<file path="src/logic/tcu_pkg.sv">
package tcu_pkg;

  // ****************************************
  // word layout
  // ****************************************
  localparam int WORD_W = 16;
  localparam int F_PREFIX_LSB = 12;
  localparam int F_SET_LSB = 8;
  localparam int F_MON_LSB = 4;
  localparam int F_LOOP_LSB = 0;
  localparam logic [3:0] CMD_PREFIX = 4'hc;
  localparam logic [3:0] LOOP_ALL = 4'ha;
  localparam logic [15:0] SETTING_ERROR_CODE = 16'hee01;
  localparam logic [15:0] STORE_SETPOINT_COMMAND = 16'hceea;
  localparam logic [15:0] MONITOR_ONLY_DATA = 16'h0000;
  localparam logic [15:0] PARK_WORD = 16'h0000;

  // ****************************************
  // item codes
  // ****************************************
  localparam int NUM_ITEMS = 16;
  localparam logic [3:0] IT_SP = 4'h0;
  localparam logic [3:0] IT_PB = 4'h1;
  localparam logic [3:0] IT_TI = 4'h2;
  localparam logic [3:0] IT_TD = 4'h3;
  localparam logic [3:0] IT_HYST = 4'h4;
  localparam logic [3:0] IT_CYCLE = 4'h5;
  localparam logic [3:0] IT_SHIFT = 4'h6;
  localparam logic [3:0] IT_NONE = 4'h7;
  localparam logic [3:0] IT_MANUAL = 4'h8;
  localparam logic [3:0] IT_HB = 4'ha;
  localparam logic [3:0] MON_PV = 4'h7;
  localparam logic [3:0] MON_MV = 4'h8;
  localparam logic [3:0] MON_STATUS = 4'h9;
  localparam logic [3:0] MON_CURRENT = 4'hb;
  localparam int STAT_RUN_BIT = 0;
  localparam int STAT_MANUAL_BIT = 1;

  // ****************************************
  // ranges and defaults (binary / bcd)
  // ****************************************
  localparam logic [15:0] VAL_ZERO = 16'h0000;
  localparam logic [15:0] VAL_ONE = 16'h0001;
  localparam logic [15:0] PB_BIN_MAX = 16'h270f;
  localparam logic [15:0] PB_BCD_MAX = 16'h9999;
  localparam logic [15:0] TI_BIN_MAX = 16'h0f9f;
  localparam logic [15:0] TI_BCD_MAX = 16'h3999;
  localparam logic [15:0] CYC_BIN_MAX = 16'h0063;
  localparam logic [15:0] CYC_BCD_MAX = 16'h0099;
  localparam logic [15:0] SHIFT_BIN_MIN = 16'hfc19;
  localparam logic [15:0] SHIFT_BIN_MAX = 16'h270f;
  localparam logic [15:0] HB_BIN_MAX = 16'h01f4;
  localparam logic [15:0] HB_BCD_MAX = 16'h0500;
  localparam logic [15:0] MMV_BIN_MAX = 16'h03e8;
  localparam logic [15:0] MMV_BCD_MAX = 16'h1000;
  localparam logic [15:0] PB_DEF_BIN = 16'h0190;
  localparam logic [15:0] PB_DEF_BCD = 16'h0400;
  localparam logic [15:0] TI_DEF_BIN = 16'h00f0;
  localparam logic [15:0] TI_DEF_BCD = 16'h0240;
  localparam logic [15:0] TD_DEF_BIN = 16'h0028;
  localparam logic [15:0] TD_DEF_BCD = 16'h0040;
  localparam logic [15:0] HYST_DEF = 16'h0008;
  localparam logic [15:0] CYC_DEF_BIN = 16'h0014;
  localparam logic [15:0] CYC_DEF_BCD = 16'h0020;

  // ****************************************
  // timing
  // ****************************************
  localparam int CLK_HZ = 40_000_000;
  localparam int NV_WRITE_MS = 60;
  localparam int NV_WRITE_CYCLES_DEF = NV_WRITE_MS * (CLK_HZ / 1000);
  localparam int HOST_TIMEOUT_DEF = 2 * NV_WRITE_CYCLES_DEF;
  localparam int NV_WRITE_LIMIT_DEF = 100_000;

  // one nibble of a word
  function automatic logic [3:0] nib(input logic [15:0] w, input int lsb);
    nib = 4'(w >> lsb);
  endfunction

  // set items that live in nonvolatile memory
  function automatic logic nv_item(input logic [3:0] it);
    nv_item = (it >= IT_PB && it <= IT_SHIFT) || it == IT_HB;
  endfunction

endpackage

</file>
<file path="src/logic/tcu_if.sv">
`timescale 1ns/10ps
interface tcu_if;
  // controller to unit
  logic [15:0] out_word;
  // unit to controller
  logic [15:0] in_word;
  modport device (input out_word, output in_word);
  modport host (output out_word, input in_word);
endinterface

</file>
<file path="src/logic/tcu_device.sv">
`timescale 1ns/10ps
module tcu_device
  import tcu_pkg::*;
#(
  parameter int LOOPS = 4,
  parameter int NV_WRITE_CYCLES = NV_WRITE_CYCLES_DEF
) (
  // clock and reset
  input wire logic ref_clk,
  input wire logic sys_rst,
  // word exchange with the controller
  tcu_if.device link,
  // loop configuration
  input wire logic bcd_mode,
  input wire logic [LOOPS-1:0] fine_range,
  input wire logic signed [15:0] sp_lo,
  input wire logic signed [15:0] sp_hi,
  // loop measurements and state
  input wire logic [15:0] process_value [LOOPS],
  input wire logic [15:0] control_out [LOOPS],
  input wire logic [15:0] heater_current [LOOPS],
  input wire logic [LOOPS-1:0] loop_run,
  input wire logic [LOOPS-1:0] loop_manual,
  input wire logic [LOOPS-1:0] burnout_seen,
  // parameters and alarms
  output logic [15:0] param [LOOPS][NUM_ITEMS],
  output logic [LOOPS-1:0] hb_alarm,
  // nonvolatile store
  output logic nv_we,
  output logic [3:0] nv_item_code,
  output logic [3:0] nv_loop,
  output logic [15:0] nv_data,
  output logic nv_busy
);

  localparam int LW = (LOOPS > 1) ? $clog2(LOOPS) : 1;
  localparam int CW = $clog2(NV_WRITE_CYCLES + 1);

  typedef enum logic [2:0] {
    ST_IDLE = 3'b000,
    ST_ACKED = 3'b001,
    ST_NVWAIT = 3'b011,
    ST_MONITOR = 3'b010,
    ST_ERROR = 3'b110
  } dev_state_t;

  // ****************************************
  // value checks
  // ****************************************
  function automatic logic bcd_ok(input logic [15:0] w);
    bcd_ok = w[15:12] < 4'ha && w[11:8] < 4'ha && w[7:4] < 4'ha && w[3:0] < 4'ha;
  endfunction

  // bcd with an optional leading f as minus sign
  function automatic logic sbcd_ok(input logic [15:0] w);
    sbcd_ok = bcd_ok(w) || (w[15:12] == 4'hf && bcd_ok({4'h0, w[11:0]}));
  endfunction

  function automatic logic span(input logic [15:0] w, input logic [15:0] lo,
                                input logic [15:0] hi);
    span = w >= lo && w <= hi;
  endfunction

  function automatic logic range_ok(input logic [3:0] it, input logic [15:0] w,
                                    input logic bcd, input logic signed [15:0] lo,
                                    input logic signed [15:0] hi);
    logic ok;
    ok = 1'b0;
    case (it)
      IT_SP: ok = bcd ? sbcd_ok(w) : ($signed(w) >= lo && $signed(w) <= hi);
      IT_PB, IT_HYST: ok = bcd ? bcd_ok(w) && span(w, VAL_ONE, PB_BCD_MAX)
                               : span(w, VAL_ONE, PB_BIN_MAX);
      IT_TI, IT_TD: ok = bcd ? bcd_ok(w) && span(w, VAL_ZERO, TI_BCD_MAX)
                             : span(w, VAL_ZERO, TI_BIN_MAX);
      IT_CYCLE: ok = bcd ? bcd_ok(w) && span(w, VAL_ONE, CYC_BCD_MAX)
                         : span(w, VAL_ONE, CYC_BIN_MAX);
      IT_SHIFT: ok = bcd ? sbcd_ok(w) : ($signed(w) >= $signed(SHIFT_BIN_MIN) &&
                                        $signed(w) <= $signed(SHIFT_BIN_MAX));
      IT_MANUAL: ok = bcd ? bcd_ok(w) && span(w, VAL_ZERO, MMV_BCD_MAX)
                          : span(w, VAL_ZERO, MMV_BIN_MAX);
      IT_HB: ok = bcd ? bcd_ok(w) && span(w, VAL_ZERO, HB_BCD_MAX)
                      : span(w, VAL_ZERO, HB_BIN_MAX);
      default: ok = 1'b0;
    endcase
    range_ok = ok;
  endfunction

  function automatic logic [15:0] default_of(input logic [3:0] it, input logic bcd);
    logic [15:0] v;
    v = VAL_ZERO;
    case (it)
      IT_PB: v = bcd ? PB_DEF_BCD : PB_DEF_BIN;
      IT_TI: v = bcd ? TI_DEF_BCD : TI_DEF_BIN;
      IT_TD: v = bcd ? TD_DEF_BCD : TD_DEF_BIN;
      IT_HYST: v = HYST_DEF;
      IT_CYCLE: v = bcd ? CYC_DEF_BCD : CYC_DEF_BIN;
      default: v = VAL_ZERO;
    endcase
    default_of = v;
  endfunction

  // the decimal point moves, the digits stay: 0.05 in a fine range reads 0.5 after
  // the change; both ranges share the same raw limits, so no clamp is needed
  function automatic logic [15:0] rescale(input logic [15:0] w, input logic to_fine,
                                          input logic bcd);
    logic [15:0] r;
    r = (to_fine || bcd) ? w : w;
    rescale = r;
  endfunction

  // command fields valid for an i/o allocation command
  function automatic logic cmd_ok(input logic [15:0] w, input int loops);
    logic [3:0] s;
    logic [3:0] m;
    logic [3:0] l;
    s = nib(w, F_SET_LSB);
    m = nib(w, F_MON_LSB);
    l = nib(w, F_LOOP_LSB);
    cmd_ok = (s <= IT_MANUAL || s == IT_HB) &&
             m <= MON_CURRENT &&
             l >= 4'h1 && 32'(l) <= loops;
  endfunction

  // ****************************************
  // decode
  // ****************************************
  dev_state_t state;
  logic [15:0] prev_out;
  logic [15:0] cmd;
  logic [15:0] resp;
  logic [CW-1:0] nv_cnt;
  logic echo_after_nv;
  logic [LOOPS-1:0] fine_prev;
  logic [LOOPS-1:0] manual_prev;
  logic [15:0] mon_val;
  logic changed;
  logic is_cmd;
  logic take_data;
  logic data_ok;
  logic do_write;
  logic [3:0] set_it;
  logic [LW-1:0] cli;

  assign changed = link.out_word != prev_out;
  assign is_cmd = nib(link.out_word, F_PREFIX_LSB) == CMD_PREFIX;
  assign set_it = nib(cmd, F_SET_LSB);
  assign cli = LW'(nib(cmd, F_LOOP_LSB) - 4'h1);
  // a word without the prefix is data for the accepted command
  assign take_data = changed && !is_cmd && (state == ST_ACKED || state == ST_MONITOR);
  assign data_ok = range_ok(set_it, link.out_word, bcd_mode, sp_lo, sp_hi);
  assign do_write = take_data && set_it != IT_NONE && data_ok;
  assign link.in_word = resp;
  assign nv_busy = state == ST_NVWAIT;

  // monitor item selection
  always_comb begin
    mon_val = VAL_ZERO;
    case (nib(cmd, F_MON_LSB))
      MON_PV: mon_val = process_value[cli];
      MON_MV: mon_val = control_out[cli];
      MON_STATUS: begin
        mon_val[STAT_RUN_BIT] = loop_run[cli];
        mon_val[STAT_MANUAL_BIT] = loop_manual[cli];
      end
      MON_CURRENT: mon_val = heater_current[cli];
      default: mon_val = param[cli][nib(cmd, F_MON_LSB)];
    endcase
  end

  // ****************************************
  // handshake state machine
  // ****************************************
  always_ff @(posedge ref_clk) begin
    if (sys_rst) begin
      prev_out <= VAL_ZERO;
    end else begin
      prev_out <= link.out_word;
    end
  end

  // changes arriving during a nonvolatile write are dropped; the controller waits
  always_ff @(posedge ref_clk) begin
    if (sys_rst) begin
      state <= ST_IDLE;
      cmd <= VAL_ZERO;
      resp <= VAL_ZERO;
      nv_cnt <= '0;
      echo_after_nv <= 1'b0;
      nv_we <= 1'b0;
      nv_item_code <= 4'h0;
      nv_loop <= 4'h0;
      nv_data <= VAL_ZERO;
    end else begin
      nv_we <= 1'b0;
      if (state == ST_NVWAIT) begin
        nv_cnt <= nv_cnt + 1'b1;
        if (nv_cnt == CW'(NV_WRITE_CYCLES - 1)) begin
          resp <= echo_after_nv ? cmd : mon_val;
          state <= echo_after_nv ? ST_IDLE : ST_MONITOR;
        end
      end else if (changed && is_cmd) begin
        cmd <= link.out_word;
        if (link.out_word == STORE_SETPOINT_COMMAND) begin
          nv_we <= 1'b1;
          nv_item_code <= IT_SP;
          nv_loop <= LOOP_ALL;
          nv_cnt <= '0;
          echo_after_nv <= 1'b1;
          state <= ST_NVWAIT;
        end else if (cmd_ok(link.out_word, LOOPS)) begin
          resp <= link.out_word;
          state <= ST_ACKED;
        end else begin
          resp <= SETTING_ERROR_CODE;
          state <= ST_ERROR;
        end
      end else if (take_data) begin
        if (set_it == IT_NONE) begin
          state <= ST_MONITOR;
        end else if (!data_ok) begin
          resp <= SETTING_ERROR_CODE;
          state <= ST_ERROR;
        end else if (nv_item(set_it) && param[cli][set_it] != link.out_word) begin
          nv_we <= 1'b1;
          nv_item_code <= set_it;
          nv_loop <= nib(cmd, F_LOOP_LSB);
          nv_data <= link.out_word;
          nv_cnt <= '0;
          echo_after_nv <= 1'b0;
          state <= ST_NVWAIT;
        end else begin
          state <= ST_MONITOR;
        end
      end else if (state == ST_MONITOR) begin
        resp <= mon_val;
      end
    end
  end

  // ****************************************
  // parameter store
  // ****************************************
  always_ff @(posedge ref_clk) begin
    if (sys_rst) begin
      fine_prev <= fine_range;
      manual_prev <= loop_manual;
    end else begin
      fine_prev <= fine_range;
      manual_prev <= loop_manual;
    end
  end

  // set point and manual value are plain registers; only the store path reaches nv
  always_ff @(posedge ref_clk) begin
    if (sys_rst) begin
      for (int l = 0; l < LOOPS; l++) begin
        for (int i = 0; i < NUM_ITEMS; i++) begin
          param[l][i] <= default_of(4'(i), bcd_mode);
        end
      end
    end else begin
      for (int l = 0; l < LOOPS; l++) begin
        if (fine_range[l] != fine_prev[l]) begin
          param[l][IT_SHIFT] <= rescale(param[l][IT_SHIFT], fine_range[l], bcd_mode);
        end
        if (loop_manual[l] && !manual_prev[l]) begin
          param[l][IT_MANUAL] <= control_out[l];
        end
      end
      if (do_write) begin
        param[cli][set_it] <= link.out_word;
      end
    end
  end

  // ****************************************
  // burnout alarm latch
  // ****************************************
  always_ff @(posedge ref_clk) begin
    if (sys_rst) begin
      hb_alarm <= '0;
    end else begin
      for (int l = 0; l < LOOPS; l++) begin
        if (do_write && set_it == IT_HB && cli == LW'(l)) begin
          if (link.out_word == VAL_ZERO) begin
            hb_alarm[l] <= 1'b0;
          end else if (link.out_word == (bcd_mode ? HB_BCD_MAX : HB_BIN_MAX)) begin
            hb_alarm[l] <= 1'b1;
          end
        end else if (burnout_seen[l] && param[l][IT_HB] != VAL_ZERO &&
                     param[l][IT_HB] != (bcd_mode ? HB_BCD_MAX : HB_BIN_MAX)) begin
          hb_alarm[l] <= 1'b1;
        end
      end
    end
  end

endmodule

</file>
<file path="src/flat_wrapper.sv">
// flat-port wrapper written by rule: the top's interface ports become plain ports
module tcu_device_flat import tcu_pkg::*;
#(
  parameter int LOOPS = 4,
  parameter int NV_WRITE_CYCLES = NV_WRITE_CYCLES_DEF
)
  (ref_clk, sys_rst, bcd_mode, fine_range, sp_lo, sp_hi, process_value, control_out, heater_current, loop_run, loop_manual, burnout_seen, param, hb_alarm, nv_we, nv_item_code, nv_loop, nv_data, nv_busy, link_out_word, link_in_word);
  tcu_if link_i ();
  input wire logic ref_clk;
  input wire logic sys_rst;
  input wire logic bcd_mode;
  input wire logic [LOOPS-1:0] fine_range;
  input wire logic signed [15:0] sp_lo;
  input wire logic signed [15:0] sp_hi;
  input wire logic [15:0] process_value[LOOPS];
  input wire logic [15:0] control_out[LOOPS];
  input wire logic [15:0] heater_current[LOOPS];
  input wire logic [LOOPS-1:0] loop_run;
  input wire logic [LOOPS-1:0] loop_manual;
  input wire logic [LOOPS-1:0] burnout_seen;
  output logic [15:0] param[LOOPS][NUM_ITEMS];
  output logic [LOOPS-1:0] hb_alarm;
  output logic nv_we;
  output logic [3:0] nv_item_code;
  output logic [3:0] nv_loop;
  output logic [15:0] nv_data;
  output logic nv_busy;
  input wire logic [$bits(link_i.out_word)-1:0] link_out_word;
  output wire logic [$bits(link_i.in_word)-1:0] link_in_word;
  assign link_i.out_word = link_out_word;
  assign link_in_word = link_i.in_word;
  tcu_device #(.LOOPS(LOOPS), .NV_WRITE_CYCLES(NV_WRITE_CYCLES)) u_core (.ref_clk(ref_clk), .sys_rst(sys_rst), .link(link_i), .bcd_mode(bcd_mode), .fine_range(fine_range), .sp_lo(sp_lo), .sp_hi(sp_hi), .process_value(process_value), .control_out(control_out), .heater_current(heater_current), .loop_run(loop_run), .loop_manual(loop_manual), .burnout_seen(burnout_seen), .param(param), .hb_alarm(hb_alarm), .nv_we(nv_we), .nv_item_code(nv_item_code), .nv_loop(nv_loop), .nv_data(nv_data), .nv_busy(nv_busy));
endmodule
</file>
<file path="config.mk">
export PLATFORM = sky130hd
export DESIGN_NAME = tcu_device_flat
export DESIGN_NICKNAME = d
export VERILOG_FILES = /design/src/logic/tcu_pkg.sv /design/src/logic/tcu_if.sv /design/src/logic/tcu_device.sv /design/src/flat_wrapper.sv
export SDC_FILE = /design/constraint.sdc
export NUM_CORES = 2
export LEC_CHECK = 0
export ABC_AREA = 0
export BUFFER_PORTS_ARGS = -buffer_cell sky130_fd_sc_hd__buf_2
export CAP_MARGIN = 20
export CORE_AREA = 2 2 514 516
export DETAILED_ROUTE_END_ITERATION = 7
export DIE_AREA = 0 0 516 518
export PLACE_DENSITY = 0.45
export REMOVE_ABC_BUFFERS = 1
export SETUP_SLACK_MARGIN = 0.3
export SLEW_MARGIN = 20
export SYNTH_ARGS = -nofsm -noshare
export SYNTH_HDL_FRONTEND = slang
export SYNTH_SLANG_ARGS = --single-unit
</file>
<file path="constraint.sdc">
create_clock -name ref_clk -period 10.42 [get_ports ref_clk]
set_input_delay 0 -clock ref_clk [delete_from_list [all_inputs] [get_ports ref_clk]]
set_output_delay 0 -clock ref_clk [all_outputs]
set_load 0.005 [all_outputs]
</file>
==> impl_metrics.ini <==
[run_status]
outcome = finished, final reports clean

[synthesis]
synthCells = 5006
synthSimpleGateAreaFrac_pct = 15.7
synth_ff_type = dfxtp_1
synth_area_per_cell_um2 = 10.9
synthArstFlopShare_pct = 0
synth_area_mm2 = 0.0545
synth_edf_count = 256
synthAdderAreaFrac_pct = 0.849
synth_top_family_by_area = multiplexers
seq_area_frac_synth_pct = 46.2
synth_compound_area_share_pct = 9.52
synth-xor-area-share_pct = 0.353
synth.area.mux_share_pct = 22.9
synth-seq-cells = 1131
synth_warnings = 0
synth.distinct_cells = 89

[critical_path]
reg2reg_depth = 13
r2r-start = u_core.cmd[0]
cp.required_ns = 11.09
reg2reg_slack_ns = 3.04
startpoint_type = flop
cp_max_fo = 34
crit_arrival_ns = 8.05
worst_setup_path_end_kind = flop
timing.rr.end = u_core.nv_item_code[0]
path_class = reg2reg

[pwr]
powerDensity_mw_per_mm2 = 157
p_total_w = 0.0112
p_sw_share_pct = 27.2
p_seq_share_pct = 41.8
power.internal_w = 0.00814
leakagePower_nw = 30.5
power.clock.fraction_pct = 48.6
switchingPower_w = 0.00304
pwr-share-comb_pct = 9.6
max-vdd-ir-drop_mv = 0.121

[detailed_routing]
drtIter0Drc = 4731
viasPerCell = 4.96
vias = 49100
wl_per_cell_um = 37.3
drc = 0
dr.pass1.iters = 5
wl_um = 369000
antenna_left = 0

[timing]
holdWs_ns = 0.0522
min_period_ns = 7.38
max_freq_mhz = 136
setup_viol = 0
setup_slack_ns = 3.04
period_share_pct = 70.8
worst_pin_slew_ns = 1.28
rsz0062_at_grt = false
final_hold_viol_count = 0
timing.slew.headroom_pct = 14.4
finClkSkew_ns = 0.0863
slew_viol_final = 0

[floorplanning]
die-area_mm2 = 0.267
die_w_um = 516
coreArea_mm2 = 0.262
pin_count = 1329
fp-row-count = 188
start_util_pct = 20.9
die_h_um = 518

[clock_tree]
clk_pin_slew_worst_paths_ns = 0.06
cts_buffer_depth = 4
clockRootBuffer = clkbuf_16
cts_tree = built
cts_buffers = 154
clock_latency_ns = 0.85
htreeDepth = 4
clock_sinks = 1131

[placed_design]
dp_slack_ns = 2.86
place_congestion = 0.892
io_buffers = 1324
dp_hpwl_um = 286000

[worst_hold_path]
min_path_type = in2reg
hold_path_depth = 6
holdPathEnd = u_core.link.in_word[12]
min_from = process_value[44]

[finish]
syn2layout_area_growth_pct = 30.1
nNetsFinal = 6543
final_cell_mix = buf_2, dfxtp_1, nand2_1, nor2b_1, mux2i_1
final_common_cell = buf_2
drive_gt1_share_pct = 33.8
fillCellCount = 27800

[global_routing]
grt_max_degree = 166
grt_overflow = 0
grt_pass1_wl_um = 476000
antenna_found_initial = 48
grt_pass1_vias = 47200
grt_util_all_layers_pct = 26.5

[flow_run]
drv_cap = 0
==> worst max-delay path, cell delays in order, from the launching register on <==
cell and delay (ns):
dfxtp_4 0.66, inv_2 0.33, ha_4 0.81, buf_4 0.63, mux4_1 0.58, a32oi_1 0.56, o211ai_1 0.13, a221oi_1 0.28
a21oi_1 0.12, nor4_1 0.74, nand4_1 0.58, or2_1 0.71, o221ai_4 0.63, mux2_2 0.39
==> power groups by stage <==
stage               Sequential [W]  Combinational, W  Clock, W
global route               0.00468           0.00112   0.00568
finish                     0.00467           0.00107   0.00543
CTS                        0.00467           0.00108   0.00555
global placement           0.00476           0.00103         0
floorplan                  0.00476          0.000392         0
detailed placement         0.00476           0.00104         0
==> cells by family after synthesis <==
logic type	after synthesis
AOI/OAI and AO/OA	793
xor gates and xnor gates	22
adders and majority gates	37
buffers and inverters	532
DFF	1131
muxes	778
and+or+nand+nor	1713
==> how the worst max path moves through the flow <==
| stage | startpoint | to | slack (ns) |
|---|---|---|---|
| 2_1_floorplan | u_core.cmd[0] | u_core.nv_cnt[11] | -17.08 |
| 3_5_place_dp | u_core.cmd[0] | u_core.nv_cnt[9] | 2.86 |
| 4_1_cts | u_core.cmd[0] | u_core.nv_cnt[9] | 2.85 |
| 3_3_place_gp | u_core.cmd[0] | u_core.nv_cnt[21] | 2.95 |
| 6_report | u_core.cmd[0] | u_core.nv_item_code[0] | 3.04 |
| 5_1_grt | u_core.cmd[0] | u_core.nv_item_code[3] | 2.77 |
==> repair_timing <==
item | in CTS | in global routing
endpoints found under the hold margin | 344 | 0
setup buffers | 0 | 0
setup endpoints to repair | 0 | 0
hold buffers | 127 | 0
gates resized for setup | 0 | 0
==> synthesized netlist by cell type, types with 18 or more instances <==
cell type	n	area [um2]
nor4_1	18	113
ha_1	37	463
nand4_1	57	357
buf_4	26	195
nand2_1	529	1990
inv_1	40	150
clkbuf_1	332	1250
a311oi_1	19	166
a21oi_1	305	1530
a211oi_1	78	586
and3_1	58	363
a22o_1	18	158
a31o_2	37	324
mux4_2	341	7680
dfxtp_1	875	17500
mux4_1	26	683
nor2_1	362	1360
a22oi_1	75	563
nor2b_1	503	3150
a21o_1	35	263
o21ai_0	82	410
xnor2_1	21	184
and2_1	24	150
edfxtp_1	256	7690
a31oi_1	21	131
nor3_1	45	225
nand3_1	42	210
buf_2	93	465
mux2i_1	398	3980
==> per-stage QoR <==
step	util, %	std cells	setup TNS, ns	instance area, um2
floorplan	-	4517	-4005.64	52300
global placement	24.7	9475	0	64500
detailed placement	24.7	9479	0	64600
CTS	27.1	9876	0	70900
global route	27.1	9881	0	70900
finish	27.1	9897	0	71000
==> flip-flops by register name, summed over array words and instances (netlist names) <==
| name | cells |
|---|---|
| u_core.nv_loop | 4 |
| u_core.nv_item_code | 4 |
| u_core.state | 3 |
| u_core.hb_alarm | 4 |
| u_core.cmd | 16 |
| u_core.prev_out | 16 |
| u_core.link.in_word | 16 |
| u_core.param | 1024 |
| u_core.manual_prev | 4 |
| u_core.nv_data | 16 |
| u_core.nv_we | 1 |
| u_core.echo_after_nv | 1 |
| u_core.nv_cnt | 22 |
==> metal layers <==
| metal | vias up | share of wire (%) | routed length [um] | global-route usage (%) |
|---|---|---|---|---|
| met5 | - | 0.026 | 95 | 0 |
| met1 | 25200 | 41 | 152000 | 33.5 |
| met3 | 508 | 8.7 | 31900 | 7.62 |
| met4 | 14 | 5.4 | 19800 | 12.1 |
| li1 | 20800 | - | - | - |
| met2 | 2517 | 45 | 165000 | 41.6 |
==> final cells by class <==
cell class | instances | area [um2] | area share (%)
Multi-Input combinational cell | 3343 | 27100 | 38.2
Sequential cell | 1131 | 25200 | 35.6
Tap cell | 3515 | 4400 | 6.20
Antenna cell | 21 | 52.6 | 0.0741
Inverter | 43 | 161 | 0.227
Timing Repair Buffer | 1574 | 8970 | 12.6
Clock buffer | 218 | 4430 | 6.25
Clock inverter | 52 | 592 | 0.834
Power figures use the tool's default switching activity.
